### src/sense_pkg.sv
// sense responder constants, types and sense code lookup
package sense_pkg;

  // register byte offsets
  localparam logic [7:0] CTRL_OFS   = 8'h00;
  localparam logic [7:0] INJECT_OFS = 8'h04;
  localparam logic [7:0] STATUS_OFS = 8'h08;
  localparam logic [7:0] INFO_OFS   = 8'h0C;
  localparam logic [7:0] COUNT_OFS  = 8'h10;

  // field positions
  localparam int CTRL_EOM_BIT     = 0;
  localparam int CTRL_DISCARD_BIT = 1;

  localparam logic [1:0] RESP_OKAY   = 2'h0;
  localparam logic [1:0] RESP_SLVERR = 2'h2;

  localparam logic [7:0] SENSE_BYTES   = 8'h12;
  localparam logic [7:0] BYTE0_VALUE   = 8'hF0;
  localparam logic [7:0] ADD_SENSE_LEN = 8'h0A;
  localparam logic [7:0] STATUS_GOOD   = 8'h00;
  localparam logic [7:0] MSG_COMPLETE  = 8'h00;

  typedef enum logic [2:0] {
    ST_IDLE   = 3'b000,
    ST_LOAD   = 3'b001,
    ST_DATA   = 3'b010,
    ST_STATUS = 3'b011,
    ST_MSG    = 3'b100,
    ST_FREE   = 3'b101
  } phase_type;

  typedef enum logic [3:0] {
    CAUSE_NONE      = 4'h0,
    CAUSE_NOT_READY = 4'h1,
    CAUSE_JAM       = 4'h2,
    CAUSE_COVER     = 4'h3,
    CAUSE_CHUTE     = 4'h4,
    CAUSE_INTERNAL  = 4'h5,
    CAUSE_PARITY    = 4'h6,
    CAUSE_BAD_CMD   = 4'h7,
    CAUSE_BAD_CDB   = 4'h8,
    CAUSE_BAD_LUN   = 4'h9,
    CAUSE_BAD_PARM  = 4'hA,
    CAUSE_UNIT_ATTN = 4'hB,
    CAUSE_ABORTED   = 4'hC
  } cause_type;

  // returns {key[3:0], code[7:0], qualifier[7:0]}
  function automatic logic [19:0] sense_code(input cause_type c);
    unique case (c)
      CAUSE_NONE:      sense_code = 20'h0_00_00;
      CAUSE_NOT_READY: sense_code = 20'h2_00_00;
      CAUSE_JAM:       sense_code = 20'h3_80_01;
      CAUSE_COVER:     sense_code = 20'h3_80_02;
      CAUSE_CHUTE:     sense_code = 20'h3_80_03;
      CAUSE_INTERNAL:  sense_code = 20'h4_44_00;
      CAUSE_PARITY:    sense_code = 20'h4_47_00;
      CAUSE_BAD_CMD:   sense_code = 20'h5_20_00;
      CAUSE_BAD_CDB:   sense_code = 20'h5_24_00;
      CAUSE_BAD_LUN:   sense_code = 20'h5_25_00;
      CAUSE_BAD_PARM:  sense_code = 20'h5_26_00;
      CAUSE_UNIT_ATTN: sense_code = 20'h6_00_00;
      CAUSE_ABORTED:   sense_code = 20'hB_43_00;
      default:         sense_code = 20'h0_00_00;
    endcase
  endfunction : sense_code

endpackage : sense_pkg

### src/sense_byte_mux.sv
// selects one byte of the fixed format sense data
`timescale 1ns/10ps
`default_nettype none
module sense_byte_mux
  import sense_pkg::*;
(
  // selection
  input  wire logic [7:0]  byteIdx,
  // held sense content
  input  wire cause_type   cause,
  input  wire logic        eom,
  input  wire logic        ili,
  input  wire logic [31:0] info,
  // result
  output logic      [7:0]  senseByte
);
  wire logic [19:0] code = sense_code(cause);

  always_comb begin
    unique case (byteIdx)
      8'h00: senseByte = BYTE0_VALUE;
      8'h02: senseByte = {1'b0, eom, ili, 1'b0, code[19:16]};
      8'h03: senseByte = info[31:24];
      8'h04: senseByte = info[23:16];
      8'h05: senseByte = info[15:8];
      8'h06: senseByte = info[7:0];
      8'h07: senseByte = ADD_SENSE_LEN;
      8'h0C: senseByte = code[15:8];
      8'h0D: senseByte = code[7:0];
      default: senseByte = 8'h00;
    endcase
  end
endmodule : sense_byte_mux
`default_nettype wire

### src/sense_responder.sv
// request sense target: sense assembly, phase sequence, register bus
//
// The AXI4-Lite slave port and the placing of the registers were left to the implementer.
`timescale 1ns/10ps
`default_nettype none
module sense_responder
  import sense_pkg::*;
(
  // clock and reset
  input  wire logic        ref_clk,
  input  wire logic        sys_rst,
  // command from the decoder, one-cycle pulse
  input  wire logic        cmdValid,
  input  wire logic [7:0]  cmdAllocLen,
  // error events from the unit
  input  wire logic        errEvent,
  input  wire cause_type   errCause,
  input  wire logic        lenErrEvent,
  input  wire logic [31:0] reqCount,
  input  wire logic [31:0] actCount,
  // target side bus phase stream
  output phase_type        busPhase,
  output logic             busBusy,
  output logic             byteValid,
  output logic [7:0]       byteData,
  input  wire logic        byteAck,
  // axi4-lite slave
  input  wire logic        awvalid,
  output logic             awready,
  input  wire logic [7:0]  awaddr,
  input  wire logic        wvalid,
  output logic             wready,
  input  wire logic [31:0] wdata,
  input  wire logic [3:0]  wstrb,
  output logic             bvalid,
  input  wire logic        bready,
  output logic [1:0]       bresp,
  input  wire logic        arvalid,
  output logic             arready,
  input  wire logic [7:0]  araddr,
  output logic             rvalid,
  input  wire logic        rready,
  output logic [31:0]      rdata,
  output logic [1:0]       rresp
);

  //////////////////////////////////////////////////////////////////////
  // state

  phase_type   stateQ;
  phase_type   stateD;
  logic [7:0]  idxQ;
  logic [7:0]  lenQ;
  logic        validQ;
  logic [7:0]  dataQ;
  logic        busyQ;
  logic [7:0]  lastCountQ;

  cause_type   heldCauseQ;
  logic        heldIliQ;
  logic [31:0] heldInfoQ;
  cause_type   snapCauseQ;
  logic        snapIliQ;
  logic        snapEomQ;
  logic [31:0] snapInfoQ;

  logic        eomQ;
  logic        injectQ;
  cause_type   injectCauseQ;
  logic        discardQ;

  //////////////////////////////////////////////////////////////////////
  // sequence decode

  wire logic       fire     = validQ & byteAck;
  wire logic [7:0] idxNext  = idxQ + 8'h01;
  wire logic       lastByte = (idxNext == lenQ);
  wire logic [7:0] xferLen  = (cmdAllocLen < SENSE_BYTES) ?
                              cmdAllocLen : SENSE_BYTES;
  // the mux looks one byte ahead so byteData stays a flop
  wire logic [7:0] selIdx   = (stateQ == ST_LOAD) ? 8'h00 : idxNext;
  wire logic       delivered = (stateQ == ST_MSG) & fire;
  wire logic [7:0] muxByte;

  sense_byte_mux u_mux (
    .byteIdx   (selIdx),
    .cause     (snapCauseQ),
    .eom       (snapEomQ),
    .ili       (snapIliQ),
    .info      (snapInfoQ),
    .senseByte (muxByte)
  );

  always_comb begin
    stateD = stateQ;
    unique case (stateQ)
      ST_IDLE:   if (cmdValid) begin
        stateD = ST_LOAD;
      end
      ST_LOAD:   stateD = (lenQ == 8'h00) ? ST_STATUS : ST_DATA;
      ST_DATA:   if (fire && lastByte) begin
        stateD = ST_STATUS;
      end
      ST_STATUS: if (fire) begin
        stateD = ST_MSG;
      end
      ST_MSG:    if (fire) begin
        stateD = ST_FREE;
      end
      ST_FREE:   stateD = ST_IDLE;
      default:   stateD = ST_IDLE;
    endcase
  end

  //////////////////////////////////////////////////////////////////////
  // phase sequencer

  // data in, status, message, bus free
  always_ff @(posedge ref_clk or posedge sys_rst) begin
    if (sys_rst) begin
      stateQ <= ST_IDLE;
      busyQ  <= 1'b0;
    end else begin
      stateQ <= stateD;
      busyQ  <= (stateD != ST_IDLE) && (stateD != ST_FREE);
    end
  end

  always_ff @(posedge ref_clk or posedge sys_rst) begin
    if (sys_rst) begin
      idxQ   <= 8'h00;
      validQ <= 1'b0;
      dataQ  <= 8'h00;
    end else if (stateQ == ST_LOAD) begin
      idxQ   <= 8'h00;
      validQ <= 1'b1;
      dataQ  <= (lenQ == 8'h00) ? STATUS_GOOD : muxByte;
    end else if (fire) begin
      idxQ   <= idxNext;
      validQ <= (stateQ != ST_MSG);
      unique case (stateQ)
        ST_DATA:   dataQ <= lastByte ? STATUS_GOOD : muxByte;
        ST_STATUS: dataQ <= MSG_COMPLETE;
        default:   dataQ <= 8'h00;
      endcase
    end
  end

  // allocation length from cdb byte 4
  always_ff @(posedge ref_clk or posedge sys_rst) begin
    if (sys_rst) begin
      lenQ       <= 8'h00;
      lastCountQ <= 8'h00;
    end else begin
      if (stateQ == ST_IDLE && cmdValid) begin
        lenQ <= xferLen;
      end
      if (delivered) begin
        lastCountQ <= lenQ;
      end
    end
  end

  //////////////////////////////////////////////////////////////////////
  // held error state

  always_ff @(posedge ref_clk or posedge sys_rst) begin
    if (sys_rst) begin
      snapCauseQ <= CAUSE_NONE;
      snapIliQ   <= 1'b0;
      snapEomQ   <= 1'b0;
      snapInfoQ  <= 32'h0000_0000;
    end else if (stateQ == ST_IDLE && cmdValid) begin
      snapCauseQ <= heldCauseQ;
      snapIliQ   <= heldIliQ;
      snapEomQ   <= eomQ;
      snapInfoQ  <= heldIliQ ? heldInfoQ : 32'h0000_0000;
    end
  end

  // a new error in the clearing cycle survives the clear
  wire logic clearHeld = delivered | discardQ;

  always_ff @(posedge ref_clk or posedge sys_rst) begin
    if (sys_rst) begin
      heldCauseQ <= CAUSE_UNIT_ATTN;
    end else if (errEvent) begin
      heldCauseQ <= errCause;
    end else if (injectQ) begin
      heldCauseQ <= injectCauseQ;
    end else if (clearHeld) begin
      heldCauseQ <= CAUSE_NONE;
    end
  end

  always_ff @(posedge ref_clk or posedge sys_rst) begin
    if (sys_rst) begin
      heldIliQ  <= 1'b0;
      heldInfoQ <= 32'h0000_0000;
    end else if (lenErrEvent) begin
      heldIliQ  <= 1'b1;
      heldInfoQ <= reqCount - actCount;
    end else if (clearHeld) begin
      heldIliQ  <= 1'b0;
      heldInfoQ <= 32'h0000_0000;
    end
  end

  //////////////////////////////////////////////////////////////////////
  // axi4-lite write path

  logic        awreadyQ;
  logic        wreadyQ;
  logic        bvalidQ;
  logic [1:0]  brespQ;
  logic        awHeldQ;
  logic        wHeldQ;
  logic [7:0]  awAddrQ;
  logic [31:0] wDataQ;
  logic [3:0]  wStrbQ;

  wire logic awFire = awvalid & awreadyQ;
  wire logic wFire  = wvalid & wreadyQ;
  wire logic commit = awHeldQ & wHeldQ & ~bvalidQ;
  wire logic wrCtrl = commit & (awAddrQ == CTRL_OFS) & wStrbQ[0];
  wire logic wrInj  = commit & (awAddrQ == INJECT_OFS) & wStrbQ[0];
  wire logic wrMapped = (awAddrQ == CTRL_OFS) ||
                        (awAddrQ == INJECT_OFS) ||
                        (awAddrQ == STATUS_OFS) ||
                        (awAddrQ == INFO_OFS) ||
                        (awAddrQ == COUNT_OFS);

  always_ff @(posedge ref_clk or posedge sys_rst) begin
    if (sys_rst) begin
      awHeldQ <= 1'b0;
      wHeldQ  <= 1'b0;
      awAddrQ <= 8'h00;
      wDataQ  <= 32'h0000_0000;
      wStrbQ  <= 4'h0;
    end else begin
      if (awFire) begin
        awHeldQ <= 1'b1;
        awAddrQ <= awaddr;
      end else if (commit) begin
        awHeldQ <= 1'b0;
      end
      if (wFire) begin
        wHeldQ <= 1'b1;
        wDataQ <= wdata;
        wStrbQ <= wstrb;
      end else if (commit) begin
        wHeldQ <= 1'b0;
      end
    end
  end

  always_ff @(posedge ref_clk or posedge sys_rst) begin
    if (sys_rst) begin
      awreadyQ <= 1'b0;
      wreadyQ  <= 1'b0;
      bvalidQ  <= 1'b0;
      brespQ   <= RESP_OKAY;
    end else begin
      awreadyQ <= ~(awFire | awHeldQ);
      wreadyQ  <= ~(wFire | wHeldQ);
      if (commit) begin
        bvalidQ <= 1'b1;
        brespQ  <= wrMapped ? RESP_OKAY : RESP_SLVERR;
      end else if (bready) begin
        bvalidQ <= 1'b0;
      end
    end
  end

  // control bits; discard and inject act for one cycle
  always_ff @(posedge ref_clk or posedge sys_rst) begin
    if (sys_rst) begin
      eomQ         <= 1'b0;
      discardQ     <= 1'b0;
      injectQ      <= 1'b0;
      injectCauseQ <= CAUSE_NONE;
    end else begin
      if (wrCtrl) begin
        eomQ <= wDataQ[CTRL_EOM_BIT];
      end
      discardQ <= wrCtrl & wDataQ[CTRL_DISCARD_BIT];
      injectQ  <= wrInj;
      if (wrInj) begin
        injectCauseQ <= cause_type'(wDataQ[3:0]);
      end
    end
  end

  //////////////////////////////////////////////////////////////////////
  // axi4-lite read path

  logic        arreadyQ;
  logic        rvalidQ;
  logic [31:0] rdataQ;
  logic [1:0]  rrespQ;

  wire logic        arFire = arvalid & arreadyQ;
  wire logic [19:0] heldCode = sense_code(heldCauseQ);
  logic [31:0] rdMux;
  logic        rdHit;

  always_comb begin
    rdHit = 1'b1;
    unique case (araddr)
      CTRL_OFS:   rdMux = {30'h0, 1'b0, eomQ};
      INJECT_OFS: rdMux = {28'h0, injectCauseQ};
      STATUS_OFS: rdMux = {3'h0, busyQ, heldIliQ, stateQ,
                           4'h0,
                           heldCode};
      INFO_OFS:   rdMux = heldInfoQ;
      COUNT_OFS:  rdMux = {24'h0, lastCountQ};
      default: begin
        rdMux = 32'h0000_0000;
        rdHit = 1'b0;
      end
    endcase
  end

  always_ff @(posedge ref_clk or posedge sys_rst) begin
    if (sys_rst) begin
      arreadyQ <= 1'b0;
      rvalidQ  <= 1'b0;
      rdataQ   <= 32'h0000_0000;
      rrespQ   <= RESP_OKAY;
    end else begin
      arreadyQ <= ~arFire & (~rvalidQ | rready);
      if (arFire) begin
        rvalidQ <= 1'b1;
        rdataQ  <= rdMux;
        rrespQ  <= rdHit ? RESP_OKAY : RESP_SLVERR;
      end else if (rready) begin
        rvalidQ <= 1'b0;
      end
    end
  end

  //////////////////////////////////////////////////////////////////////
  // outputs

  assign busPhase  = stateQ;
  assign busBusy   = busyQ;
  assign byteValid = validQ;
  assign byteData  = dataQ;
  assign awready   = awreadyQ;
  assign wready    = wreadyQ;
  assign bvalid    = bvalidQ;
  assign bresp     = brespQ;
  assign arready   = arreadyQ;
  assign rvalid    = rvalidQ;
  assign rdata     = rdataQ;
  assign rresp     = rrespQ;

endmodule : sense_responder
`default_nettype wire

### config.mk
export PLATFORM = sky130hd
export DESIGN_NAME = sense_responder
export DESIGN_NICKNAME = d
export VERILOG_FILES = /design/src/sense_pkg.sv /design/src/sense_byte_mux.sv /design/src/sense_responder.sv
export SDC_FILE = /design/constraint.sdc
export NUM_CORES = 1
export LEC_CHECK = 0
export BUFFER_PORTS_ARGS = -buffer_cell sky130_fd_sc_hd__buf_2
export CORE_ASPECT_RATIO = 1.5
export CORE_MARGIN = 3
export CORE_UTILIZATION = 30
export DETAILED_ROUTE_END_ITERATION = 10
export HOLD_SLACK_MARGIN = 0.02
export PLACE_DENSITY = 0.54
export RECOVER_POWER = 50
export REMOVE_ABC_BUFFERS = 1
export SYNTH_ARGS = -nofsm -noshare
export SYNTH_HDL_FRONTEND = slang
export SYNTH_SLANG_ARGS = --single-unit
### constraint.sdc
create_clock -name ref_clk -period 5 [get_ports ref_clk]
set_clock_uncertainty 0.15 [all_clocks]
set_input_delay 0.5 -clock ref_clk [delete_from_list [all_inputs] [get_ports ref_clk]]
set_output_delay 0.5 -clock ref_clk [all_outputs]
set_load 0.02 [all_outputs]
Yosys cells after proc, flatten, opt, wreduce, memory -nomap -nowiden
Memories as Yosys holds them, arrays and structs flattened.
Cells that the tools add are included.
{ "totals": {"ff_bits": 175, "n_memories": 2, "elab_cells": 139, "mem_bits_ro": 384} }
{ "classes": {"n_reduce_logical": 21, "n_mux": 37, "add_sub_neg": 2, "eq_ne": 23, "n_bitwise": 22, "magnitude_cmp": 1} }
{ "memory_table": {"columns": ["name", "depth", "word_bits", "read_ports", "rd_ports_with_merged_regs", "wr", "line_no", "rtl"], "rows": [
  ["(no name shown)", 16, 12, 1, 0, 0, "sense_pkg.sv:51", "unique case (c)"],
  ["(no name shown)", 16, 12, 1, 0, 0, "sense_pkg.sv:51", null]
]} }
{ "op_table": {"columns": ["operator", "count"], "rows": [
  ["32-bit case mux with 5 select lines", 1],
  ["32-bit 2-to-1 mux", 3],
  ["8-bit 2-to-1 mux", 9],
  ["8-bit case mux with 9 select lines", 1],
  ["8-bit by 3-bit == test with 1-bit output, second input constant", 6],
  ["8-bit by 4-bit == test with 1-bit output, second input constant", 6],
  ["8-bit logical NOT", 4],
  ["32-bit subtractor", 1],
  ["8-bit by 2-bit == test with 1-bit output, second input constant", 2],
  ["8-bit by 5-bit == test with 1-bit output, second input constant", 2],
  ["3-bit case mux with 5 select lines", 1],
  ["1-bit bitwise AND", 13],
  ["1-bit 2-to-1 mux", 13],
  ["3-bit 2-to-1 mux", 4],
  ["4-bit 2-to-1 mux", 3],
  ["2-bit nonzero test", 6],
  ["8-bit by 1-bit adder with 8-bit output, second input constant", 1],
  ["8-bit == test", 1],
  ["8-bit by 5-bit less-than comparator with 1-bit output, second input constant", 1],
  ["3-bit by 2-bit == test with 1-bit output, second input constant", 2],
  ["3-bit != test, second input constant", 2],
  ["3-bit nonzero test", 2],
  ["1-bit NOT", 5],
  ["5-bit OR reduction", 1],
  ["7 further kinds", 16]
]} }

Logic depth before layout (Yosys ltp)
Gate-level depths: netlist (run 1).
{ "logic_depth": {"depth_word": 8, "mapped_depth": 12, "ltp_nobuf": 12} }

Cells and area by module
From an unflattened synthesis (run 1), not the netlist that was laid out.
{ "hier_totals": {"hier_cells": 1099, "area_unflattened_um2": 9833.2} }
{ "by_module_without_submodules": {"columns": ["module", "cells_per_inst", "n_inst", "area_per_inst_um2"], "rows": [
  ["sense_responder", 988, 1, 9062.4],
  ["sense_byte_mux", 111, 1, 770.7]
]} }

Least setup slack after synthesis (run 1)
Ideal clock, no wire load.
{ "synth_timing": {"path_kind": "in2reg", "startpoint": "input port reqCount[0]", "endpoint": "register heldInfoQ[28]", "t_required_ps": 4767, "slack_ps": 2185, "path_stages": 12, "n_path_buf": 0, "t_arrival_ps": 2582, "setup_time_ps": 83, "path_cell_list": "inv_1 > ha_1 > inv_1 > fa_1 > a21o_1 > a221o_1 > nand4_1 > a31oi_1 > o41ai_2 > o21ai_0 > xnor2_1 > o21ai_0"} }
{ "synth_between": {"elab_chain_cells": 2} }
{ "synth_rtl": {"columns": ["element", "line_no", "rtl"], "rows": [
  ["start, declared", "sense_responder.sv:19", "input wire logic [31:0] reqCount,"],
  ["32-bit subtractor", "sense_responder.sv:202", "heldInfoQ <= reqCount - actCount;"],
  ["32-bit 2-to-1 mux", "sense_responder.sv:200", "end else if (lenErrEvent) begin"],
  ["end signal, assigned", "sense_responder.sv:202", null],
  ["end, declared", "sense_responder.sv:61", "logic [31:0] heldInfoQ;"]
]} }
No other way between the ends.
A chain may end at the register's enable or synchronous reset.

Worst setup path in the final report (run 1)
{ "layout_timing": {"startpoint": "register idxQ[0]", "endpoint": "register dataQ[4], in the netlist byteData[4]"} }
{ "layout_between": {"elab_chain_cells": 8} }
{ "layout_rtl": {"columns": ["element", "line_no", "rtl"], "rows": [
  ["start, declared", "sense_responder.sv:52", "logic [7:0] idxQ;"],
  ["start signal, assigned", "sense_responder.sv:139", "idxQ <= idxNext;"],
  ["8-bit by 1-bit adder with 8-bit output *", "sense_responder.sv:76", "wire logic [7:0] idxNext = idxQ + 8'h01;"],
  ["8-bit 2-to-1 mux", "sense_responder.sv:81", "wire logic [7:0] selIdx = (stateQ == ST_LOAD) ? 8'h00 : idxNext;"],
  ["8-bit by 4-bit == test with 1-bit output (tied with other cells)", "sense_byte_mux.sv:20", "unique case (byteIdx)"],
  ["8-bit case mux with 9 select lines", "sense_byte_mux.sv:20", null],
  ["8-bit 2-to-1 mux", "sense_responder.sv:142", "ST_DATA: dataQ <= lastByte ? STATUS_GOOD : muxByte;"],
  ["8-bit 2-to-1 mux", "sense_responder.sv:141", "unique case (stateQ)"],
  ["8-bit 2-to-1 mux", "sense_responder.sv:138", "end else if (fire) begin"],
  ["8-bit 2-to-1 mux *", "sense_responder.sv:134", "end else if (stateQ == ST_LOAD) begin"],
  ["end signal, assigned", "sense_responder.sv:137", "dataQ <= (lenQ == 8'h00) ? STATUS_GOOD : muxByte;"],
  ["end signal, assigned", "sense_responder.sv:142", null],
  ["end, declared", "sense_responder.sv:55", "logic [7:0] dataQ;"]
]} }
Every way passes the cells marked *; elsewhere a longest branch is shown, timed or not. The select of a mux whose other input is x is not followed.

==> metrics.cfg, run 1 <==
[outcome]
outcome = finished with violations
violations = capacitance limit, slew limit

[placed_design]
portBuffers = 159
gp_congestion = 0.8385
dp_slack_ns = 1.585
hpwl_mm = 22.03
post-place-cells = 1627
post_dp_cell_area_sq_mm = 0.01090

[floorplanning]
rows = 80
die_h_microns = 227.0
dieArea_sq_mm = 0.03480
die_width_microns = 153.3
fp.coreArea_sq_mm = 0.03193
ios = 193
start_util = 0.3058

[worst_hold_path]
hold_class = in -> reg
hold_depth = 2

[routing]
drt-total-wl_mm = 28.30
drt_iter0_drc = 378
num_vias = 8284
post_drt_wl_per_cell_microns = 17.04
drt_pass1_iterations = 4
vias_per_cell = 4.987
ant_nets = 0
remaining_drc_errors = 0

[grt]
overflow = 0
grt_pass1_wl_mm = 44.25
grt_use_total = 0.1604
first_global_vias = 8292
antenna_found_initial = 1
grt_max_degree = 127

[yosys]
netlist_instances = 1105
avgSynthCellArea_sq_um = 8.838
synth_edf_count = 0
ys_warn_count = 0
async_flop_share = 1.000
synth-seq-cells = 173
synth.cell_area_sq_mm = 0.009766
synth-main-ff-cell = dfrtp_1
synth_seq_area_share = 0.4437
synth_cell_type_count = 77

[timing]
finalSetupTns_ns = 0
fin_crit_ns = 3.243
hold_violations = 0
fmax_mhz = 308.4
period_share = 0.6486
slew_headroom = -0.5186
layout_setup_ws_ns = 1.757
rsz0062_at_grt = no
setup_viol = 0
slew_viol_final = 48
worst_pin_slew_ns = 2.265
holdWs_ns = 0.08185

[clock_network]
cts_tree = done
cts_buffers = 17
clk_pin_slew_ns = 0.07
clk_latency_ns = 0.44
clockBufferDepth = 2
cts_setup_buffers = 0
htreeDepth = 4
cts_sinks = 173
ctsResizeCount = 0
root_buffer = clkbuf_16

[setup_path]
start_kind = flop
cp-end-kind = flop
crit_arrival_ns = 3.38
reg2reg_depth = 8
required_ns = 5.14
worstPathMaxFanout = 19
worstSetupPathType = reg -> reg

[pwr]
power_mw = 5.161
ir_worst_vdd_mv = 0.2013
power_leakage_nw = 5.287
powerDensity_mw_per_mm2 = 451.4

[final_layout]
fin_area_sq_mm = 0.01143
multi_input_area_sq_mm = 0.004971
drive_above_1_share = 0.1560
finish.utilization = 0.3580
ff_latch_area_sq_mm = 0.004333
nets = 1421
syn_to_final_growth_pct = 17.05
final_cells = 1661
n_fill_cell = 3283

[job]
cap_violations = 1

[final timing paths]
path | from | endpoint | slack, ns
max | idxQ[0] | byteData[4] | 1.76
min | bready | bvalid | 0.08
max reg2reg | idxQ[0] | byteData[4] | 1.76
min reg2reg | wHeldQ | wready | 0.30
max in group asynchronous | sys_rst | wHeldQ | 2.22
min in group asynchronous | sys_rst | rdata[30] | 1.05
[critical path, stage by stage, from the launching register on]
cell	delay, ns
dfrtp_1	0.37
buf_4	0.21
ha_1	0.59
nor2_1	0.66
o22ai_1	0.21
nand4_1	0.14
nor2_1	0.05
a21oi_1	0.56
o21ai_1	0.15
[Yosys cell counts (all sizes together), types with 4 or more instances]
library cell	n	area, sq um
a22o	9	78.83
nand3	30	162.7
buf	12	83.83
nand3b	4	30.03
a211oi	8	60.06
nand4	9	56.30
inv	58	217.7
o21ai	133	665.6
nand2	214	805.8
o22ai	4	25.02
mux2	25	281.5
and2	6	37.54
nor3	14	75.07
o211ai	6	58.81
a21oi	65	325.3
clkbuf	43	172.7
xnor2	30	262.8
nor4	7	62.56
ha	44	550.5
xor2	15	131.4
mux2i	4	40.04
dfrtp	170	4254
a31oi	9	56.30
and3	16	102.6
or3	4	26.28
or4	7	56.30
a21o	8	60.06
a32oi	5	43.79
a22oi	16	120.1
nand2b	8	50.05
a221oi	4	35.03
nor2b	11	71.32
nor2	62	232.7
[where the power goes]
group          internal [mW]  switching (mW)
Clock                  0.745           0.596
Combinational          0.667            1.05
Sequential              1.75           0.355
[placed cells by master, fill, tap and decap left out, drive strengths merged, types with 44 or more instances in the layout]
cell    count
buf       113
dfrtp     170
inv        63
o21ai     133
a21oi      65
ha         44
nand2     214
nor2       62
clkbuf     70
[flip-flops by register name, indices dropped and copies added, names as in the netlist, 3 cells and up]
register	count
heldInfoQ	32
rdata	32
snapInfoQ	32
awAddrQ	8
byteData	8
idxQ	8
lastCountQ	8
lenQ	8
heldCauseQ	4
injectCauseQ	4
snapCauseQ	4
wDataQ	4
busPhase	3
[cell families after synthesis]
family / after synthesis / share of synthesized area
simple gates: 399 / 0.1865
compound gates: 299 / 0.1868
flops: 173 / 0.4437
buf+inv: 113 / 0.04856
fa+ha+maj: 45 / 0.05842
xor+xnor: 45 / 0.04036
mux: 30 / 0.03523
other cells: 1 / 0.0003840
[area by class of cell]
cell class,count,area share
repair buffers,167,0.07038
clock buffers,17,0.03722
clock inverters,15,0.01423
diodes,1,0.0002189
flip-flops and latches,173,0.3790
multi-input cells,820,0.4349
inverters,58,0.01915
well taps,410,0.04488
[routing by layer]
metal	vias up	GRT usage	share of wire
met4	0	0.06011	0.031
met5	-	0	0
li1	4126	-	-
met1	3973	0.1790	0.40
met2	146	0.3043	0.54
met3	39	0.02758	0.029
[repair_timing]
item	4_1_cts	5_1_grt
hold buffers	1	0
endpoints found under the setup margin	0	0
endpoints found under the hold margin	47	0
No activity file was read; power rests on OpenSTA's default activity.
==> run 2, diff against run 1 <==
==> constraint.sdc (replaced) <==
create_clock -name ref_clk -period 2.6 [get_ports ref_clk]
set_clock_uncertainty 0.15 [all_clocks]
set_input_delay 0.26 -clock ref_clk [delete_from_list [all_inputs] [get_ports ref_clk]]
set_output_delay 0.26 -clock ref_clk [all_outputs]
set_load 0.02 [all_outputs]
==> metrics.cfg, run 2 (same netlist as run 1, synthesis figures left out) <==
[timing]
period_share = 0.9720  ; +0.3234
slew_headroom = 0.2315  ; +0.7500
rsz0062_at_grt = yes
setup_viol = 0  ; unchanged
holdWs_ns = 0.03730  ; -0.04455 ns
fmax_mhz = 395.7  ; +28%
hold_violations = 0  ; unchanged
worst_pin_slew_ns = 1.150  ; -1.115 ns
slew_viol_final = 0  ; -100%
fin_crit_ns = 2.527  ; -0.7158 ns

[outcome]
outcome = finished clean

[final_layout]
multi_input_area_sq_mm = 0.005014  ; +0.86%
drive_above_1_share = 0.2293  ; +0.07326
nets = 1545  ; +8.7%
final_cells = 1784  ; +7.4%
fin_area_sq_mm = 0.01261  ; +10%
final_cell_mix = nand2_1, dfrtp_1, buf_2
final_common_cell = nand2_1
ff_latch_area_sq_mm = 0.004334  ; about the same
n_antenna_cell = 0  ; -1
n_fill_cell = 3216  ; -2.0%
syn_to_final_growth_pct = 29.15

[floorplanning]
die_h_microns = 227.0  ; unchanged
ios = 193  ; unchanged
fp.coreArea_sq_mm = 0.03193  ; unchanged
die_width_microns = 153.3  ; unchanged
rows = 80  ; unchanged
dieArea_sq_mm = 0.03480  ; unchanged
start_util = 0.3058  ; unchanged

[setup_path]
required_ns = 2.82  ; -2.32 ns
timing.rr.start = idxQ[0]
cp_cell_sequence = ha_1, and3_2, nor4_4, o211ai_4, or4_1, buf_4, a21oi_1, a211oi_2, o21ai_1
r2r_slack_ns = 0.07  ; -1.68 ns
cp-end-kind = flop
crit_arrival_ns = 2.74  ; -0.64 ns
worstSetupPathType = reg -> reg
critPathLaunch = idxQ[0]
cp-endpoint = byteData[0]
worstPathMaxFanout = 9  ; -10
crit_slowest_cell = or4_1
max_stage_delay_ns = 0.52  ; -0.14 ns
reg2reg_to = byteData[0]
start_kind = flop
reg2reg_depth = 9  ; +1

[routing]
ant_nets = 0  ; unchanged
drt_pass1_iterations = 5  ; +1
post_drt_wl_per_cell_microns = 17.02  ; -0.12%
drt_iter0_drc = 496  ; +31%
vias_per_cell = 4.970  ; -0.34%
num_vias = 8867  ; +7.0%
drt-total-wl_mm = 30.36  ; +7.3%
remaining_drc_errors = 0  ; unchanged

[grt]
first_global_vias = 9140  ; +10%
grt_pass1_wl_mm = 48.20  ; +8.9%
overflow = 0  ; unchanged
grt_max_degree = 84  ; -34%
grt_use_total = 0.1736  ; +0.01317
antenna_found_initial = 0  ; -1

[job]
cap_violations = 0  ; -1

[clock_network]
htreeDepth = 4  ; unchanged
cts_buffers = 17  ; unchanged
root_buffer = clkbuf_16
clk_latency_ns = 0.44  ; about the same
cts_tree = done
clk_pin_slew_ns = 0.06  ; about the same
cts_sinks = 173  ; unchanged
cts_setup_buffers = 0  ; unchanged
clockBufferDepth = 2  ; unchanged

[placed_design]
hpwl_mm = 23.66  ; +7.4%
post_dp_cell_area_sq_mm = 0.01160  ; +6.4%
gp_congestion = 0.8378  ; about the same
post-place-cells = 1713  ; +5.3%
portBuffers = 159  ; unchanged

[pwr]
power_mw = 10.62  ; +110%
ir_worst_vdd_mv = 0.4520  ; +120%
power_leakage_nw = 5.993  ; +13%
powerDensity_mw_per_mm2 = 841.9  ; +86%

[worst_hold_path]
hold_class = in -> reg

run 2: cell count changes in the layout (fill, tap and decap cells not counted), moves of 4 or more:
cell / change
buf_4: +80
dlygate4sd3_1: +38
buf_2: +27
clkbuf_1: -26
buf_12: +4
run 2: area by class of cell:
cell class | count | area share
clock buffer | 19 | 0.03591
clock inverter | 13 | 0.01290
inverter | 58 | 0.01756
multi-input combinational | 820 | 0.3975
sequential | 173 | 0.3437
tap | 410 | 0.04067
timing repair buffer | 291 | 0.1518
run 2: per-layer routing:
metal	GRT usage	wire length, microns
met5	0	0
met4	0.06557	1002
met3	0.02834	815
met2	0.3326	16690
met1	0.1916	11840
run 2: worst min path at each step:
stage	start	to	slack, ns	depth (start not counted)
after global placement	sys_rst	rdata[29]	0.19	2
after floorplan	errEvent	heldCauseQ[0]	0.19	1
after CTS	cmdValid	busBusy	0.04	3
after global routing	cmdAllocLen[4]	lenQ[2]	0.03	3
final	cmdAllocLen[4]	lenQ[2]	0.04	3
after detailed placement	sys_rst	rdata[29]	0.19	2
run 2: worst max-delay path: cells and delay by family (launching register included):
family / cells / cell delay (ns)
flops: 1 / 0.41
compound gates: 4 / 0.52
fa+ha+maj: 1 / 0.24
simple gates: 3 / 0.96
buf+inv: 1 / 0.19
run 2: timing repair:
action                                  4_1_cts  5_1_grt
resized for setup                             0       12
hold buffers                                 39        0
endpoints found under the setup margin        0       11
hold endpoints to repair                     74        0
run 2: through the flow:
step	worst slack (ns)	utilization	setup TNS, ns
after floorplan	-2.494	-	-459.61
after CTS	0.03587	0.3947	0
after detailed placement	-0.2686	0.3632	-2.356
after global placement	-0.2301	0.3632	-2.189
final	0.07288	0.3950	0
after global routing	-0.008587	0.3950	-0.008587
run 2: power breakdown:
part | internal (mW) | total, mW | leakage, nW | switching (mW)
logic | 1.73 | 3.95 | 3.49 | 2.22
clock network | 1.57 | 2.68 | 0.296 | 1.11
registers | 3.37 | 3.99 | 2.21 | 0.619
total | 6.67 | 10.6 | 5.99 | 3.95
==> run 3, diff against run 2 <==
--- a/config.mk
+++ b/config.mk
@@ -5,13 +5,14 @@
 export SDC_FILE = /design/constraint.sdc
 export NUM_CORES = 1
 export LEC_CHECK = 0
+export ABC_AREA = 1
 export BUFFER_PORTS_ARGS = -buffer_cell sky130_fd_sc_hd__buf_2
 export CORE_ASPECT_RATIO = 1.5
 export CORE_MARGIN = 3
 export CORE_UTILIZATION = 30
 export DETAILED_ROUTE_END_ITERATION = 10
 export HOLD_SLACK_MARGIN = 0.02
-export PLACE_DENSITY = 0.54
+export PLACE_DENSITY = 0.52
 export RECOVER_POWER = 50
 export REMOVE_ABC_BUFFERS = 1
 export SYNTH_ARGS = -nofsm -noshare
==> constraint.sdc (replaced) <==
create_clock -name ref_clk -period 3.06 [get_ports ref_clk]
set_clock_uncertainty 0.15 [all_clocks]
set_input_delay 0.306 -clock ref_clk [delete_from_list [all_inputs] [get_ports ref_clk]]
set_output_delay 0.306 -clock ref_clk [all_outputs]
set_load 0.02 [all_outputs]
==> metrics.cfg, run 3 <==
[outcome]
outcome = finished with violations
violations = capacitance limit

[routing]
drt_iter0_drc = 589  ; +19%
drt-total-wl_mm = 32.72  ; +7.8%
wl_met1_mm = 12.86  ; +8.6%
wl_met2_mm = 17.33  ; +3.8%
met3WireLength_mm = 1.091  ; +34%
post_drt_wl_per_cell_microns = 16.25  ; -4.5%
ant_nets = 0  ; unchanged
drt_pass1_iterations = 6  ; +1
vias_per_cell = 4.799  ; -3.5%
remaining_drc_errors = 0  ; unchanged
num_vias = 9660  ; +8.9%
highest_layer = met4

[timing]
slew_viol_final = 0  ; unchanged
holdWs_ns = 0.05602  ; +0.01872 ns
finalSetupTns_ns = 0  ; unchanged
setup_viol = 0  ; unchanged
fin_crit_ns = 2.642
slew_headroom = 0.003113  ; -0.2284
period_share = 0.8633
rsz0062_at_grt = no
layout_setup_ws_ns = 0.4182  ; +0.3453 ns
worst_pin_slew_ns = 1.492  ; +0.3418 ns
fmax_mhz = 378.5
hold_violations = 0  ; unchanged

[placed_design]
gp_congestion = 0.8784  ; +4.8%
dp_slack_ns = 0.4771  ; +0.7456 ns
portBuffers = 159  ; unchanged
post_dp_cell_area_sq_mm = 0.01155  ; -0.39%
post-place-cells = 1952  ; +14%
hpwl_mm = 25.87  ; +9.4%

[clock_network]
cts_sinks = 173  ; unchanged
clockBufferDepth = 2  ; unchanged
htreeDepth = 4  ; unchanged
root_buffer = clkbuf_16
cts_setup_buffers = 0  ; unchanged
cts_tree = done
cts_buffers = 17  ; unchanged
hold_buffers = 29  ; -26%
ctsResizeCount = 0  ; unchanged
clk_pin_slew_ns = 0.07  ; about the same
clk_latency_ns = 0.44  ; about the same

[yosys]
synth_edf_count = 0  ; unchanged
netlist.area_leader.share = 0.4161  ; -0.01956
netlist_instances = 1387  ; +26%
synth-seq-cells = 173  ; unchanged
synth.largest_area_cell = dfrtp_1
yosysMostFrequentCell = nand2_1
synth.cell_area_sq_mm = 0.01022  ; +4.7%
synth_cell_type_count = 50  ; -35%
synth-main-ff-cell = dfrtp_1
async_flop_share = 1.000  ; unchanged
synth_area_leaders = dfrtp_1, nand2_1, o21ai_0
synth_commonest_cells = nand2_1, inv_1, dfrtp_1
ys_warn_count = 0  ; unchanged
avgSynthCellArea_sq_um = 7.372  ; -17%
synth_seq_area_share = 0.4238  ; -0.01993

[setup_path]
required_ns = 3.27  ; +0.45 ns
worstPathMaxFanout = 6  ; -3
critPathLaunch = actCount[0]
r2r_slack_ns = 0.62  ; +0.55 ns
cp-end-kind = flop
cp-endpoint = heldInfoQ[30]
max_stage_delay_ns = 0.55  ; +0.03 ns
crit_arrival_ns = 2.85  ; +0.11 ns
crit_slowest_cell = dlygate4sd3_1
timing.rr.start = idxQ[0]
worstSetupPathType = in -> reg
reg2reg_depth = 14  ; +5
cp_cell_sequence = dlygate4sd3_1, buf_2, ha_1, inv_1, fa_1, nand2_1, o21ai_2, a21oi_1, o21ai_1, nand3_1, nand3_1, nand2_1, o21ai_0
reg2reg_to = byteData[2]
start_kind = primary input

[final_layout]
final_cells = 2013  ; +13%
syn_to_final_growth_pct = 20.77
final_common_cell = nand2_1
drive_above_1_share = 0.1268  ; -0.1025
nets = 1764  ; +14%
n_antenna_cell = 0  ; unchanged
fin_area_sq_mm = 0.01235  ; -2.1%
final_cell_mix = nand2_1, inv_1, dfrtp_1

[pwr]
ir_worst_vdd_mv = 0.4577  ; +1.3%
powerDensity_mw_per_mm2 = 700.3  ; -17%
power_leakage_nw = 6.172  ; +3.0%

[job]
cap_violations = 1  ; +1

[floorplanning]
rows = 82  ; +2.5%
fp.coreArea_sq_mm = 0.03355  ; +5.1%
start_util = 0.3048  ; -0.001072
die_h_microns = 232.1  ; +2.3%
die_width_microns = 156.7  ; +2.2%
ios = 193  ; unchanged
dieArea_sq_mm = 0.03638  ; +4.5%

[worst_hold_path]
hold_depth = 2  ; -1
hold_class = in -> reg

[grt]
grt_max_degree = 65  ; -23%
antenna_found_initial = 0  ; unchanged
grt_pass1_wl_mm = 51.56  ; +7.0%
first_global_vias = 9884  ; +8.1%
overflow = 0  ; unchanged
grt_use_total = 0.1828  ; +0.009231

-- run 3: cell count changes after synthesis, sizes merged, moves of 17 or more --
cell / before / now
nand3: 30 / 91
inv: 58 / 196
clkbuf: 43 / 26
o21ai: 133 / 160
nand2: 214 / 382
xnor2: 30 / 2
nor2: 62 / 130
-- run 3: metal layers --
layer	global-route usage	vias to the layer above
met5	0	-
met4	0.09088	0
met3	0.02778	66
met2	0.3391	219
met1	0.1987	4471
li1	-	4904
-- run 3: cell type report --
class                      count  area (sq um)
timing repair buffer         207          1176
inverter                     198         747.0
multi-input combinational    983          4976
clock inverter                 9         112.6
fill                        3591         21200
sequential                   173          4333
clock buffer                  23         478.0
tap                          420         525.5
-- run 3: per-stage QoR --
stage	total power [mW]	util
2_1_floorplan	5.409	-
3_5_place_dp	6.504	0.3443
3_3_place_gp	6.455	0.3443
6_report	8.647	0.3681
5_1_grt	9.303	0.3681
4_1_cts	8.765	0.3706
-- run 3: cells by family (layout without fill, tap and decap cells) --
group           after synthesis  in the layout  synth area share
compound gates              278            278            0.1503
flops                       173            173            0.4238
other cells                   1              2         0.0003668
simple gates                642            642            0.2643
fa+ha+maj                    45             45           0.05580
buf+inv                     232            437           0.08933
mux                          10             10           0.01101
xor+xnor                      6              6          0.005139
-- run 3: worst min-delay path by stage --
stage	endpoint	slack (ns)	start
floorplan	awready	0.24	awvalid
global placement	wready	0.26	wHeldQ
detailed placement	wready	0.27	wHeldQ
CTS	heldCauseQ[3]	0.03	errEvent
global route	heldCauseQ[3]	0.05	errEvent
finish	heldCauseQ[3]	0.06	errEvent
-- run 3: worst max-delay path: cells and delay by family --
family	cells	cell delay (ns)
fa+ha+maj	2	0.36
compound gates	4	1.01
buf+inv	3	0.76
simple gates	4	0.42
-- run 3: where the power goes --
part           internal [mW]  leakage (nW)  total [mW]  switching (mW)
clock network           1.27         0.288        2.20           0.932
logic                   1.05          3.68        3.08            2.03
registers               2.89          2.21        3.37           0.482
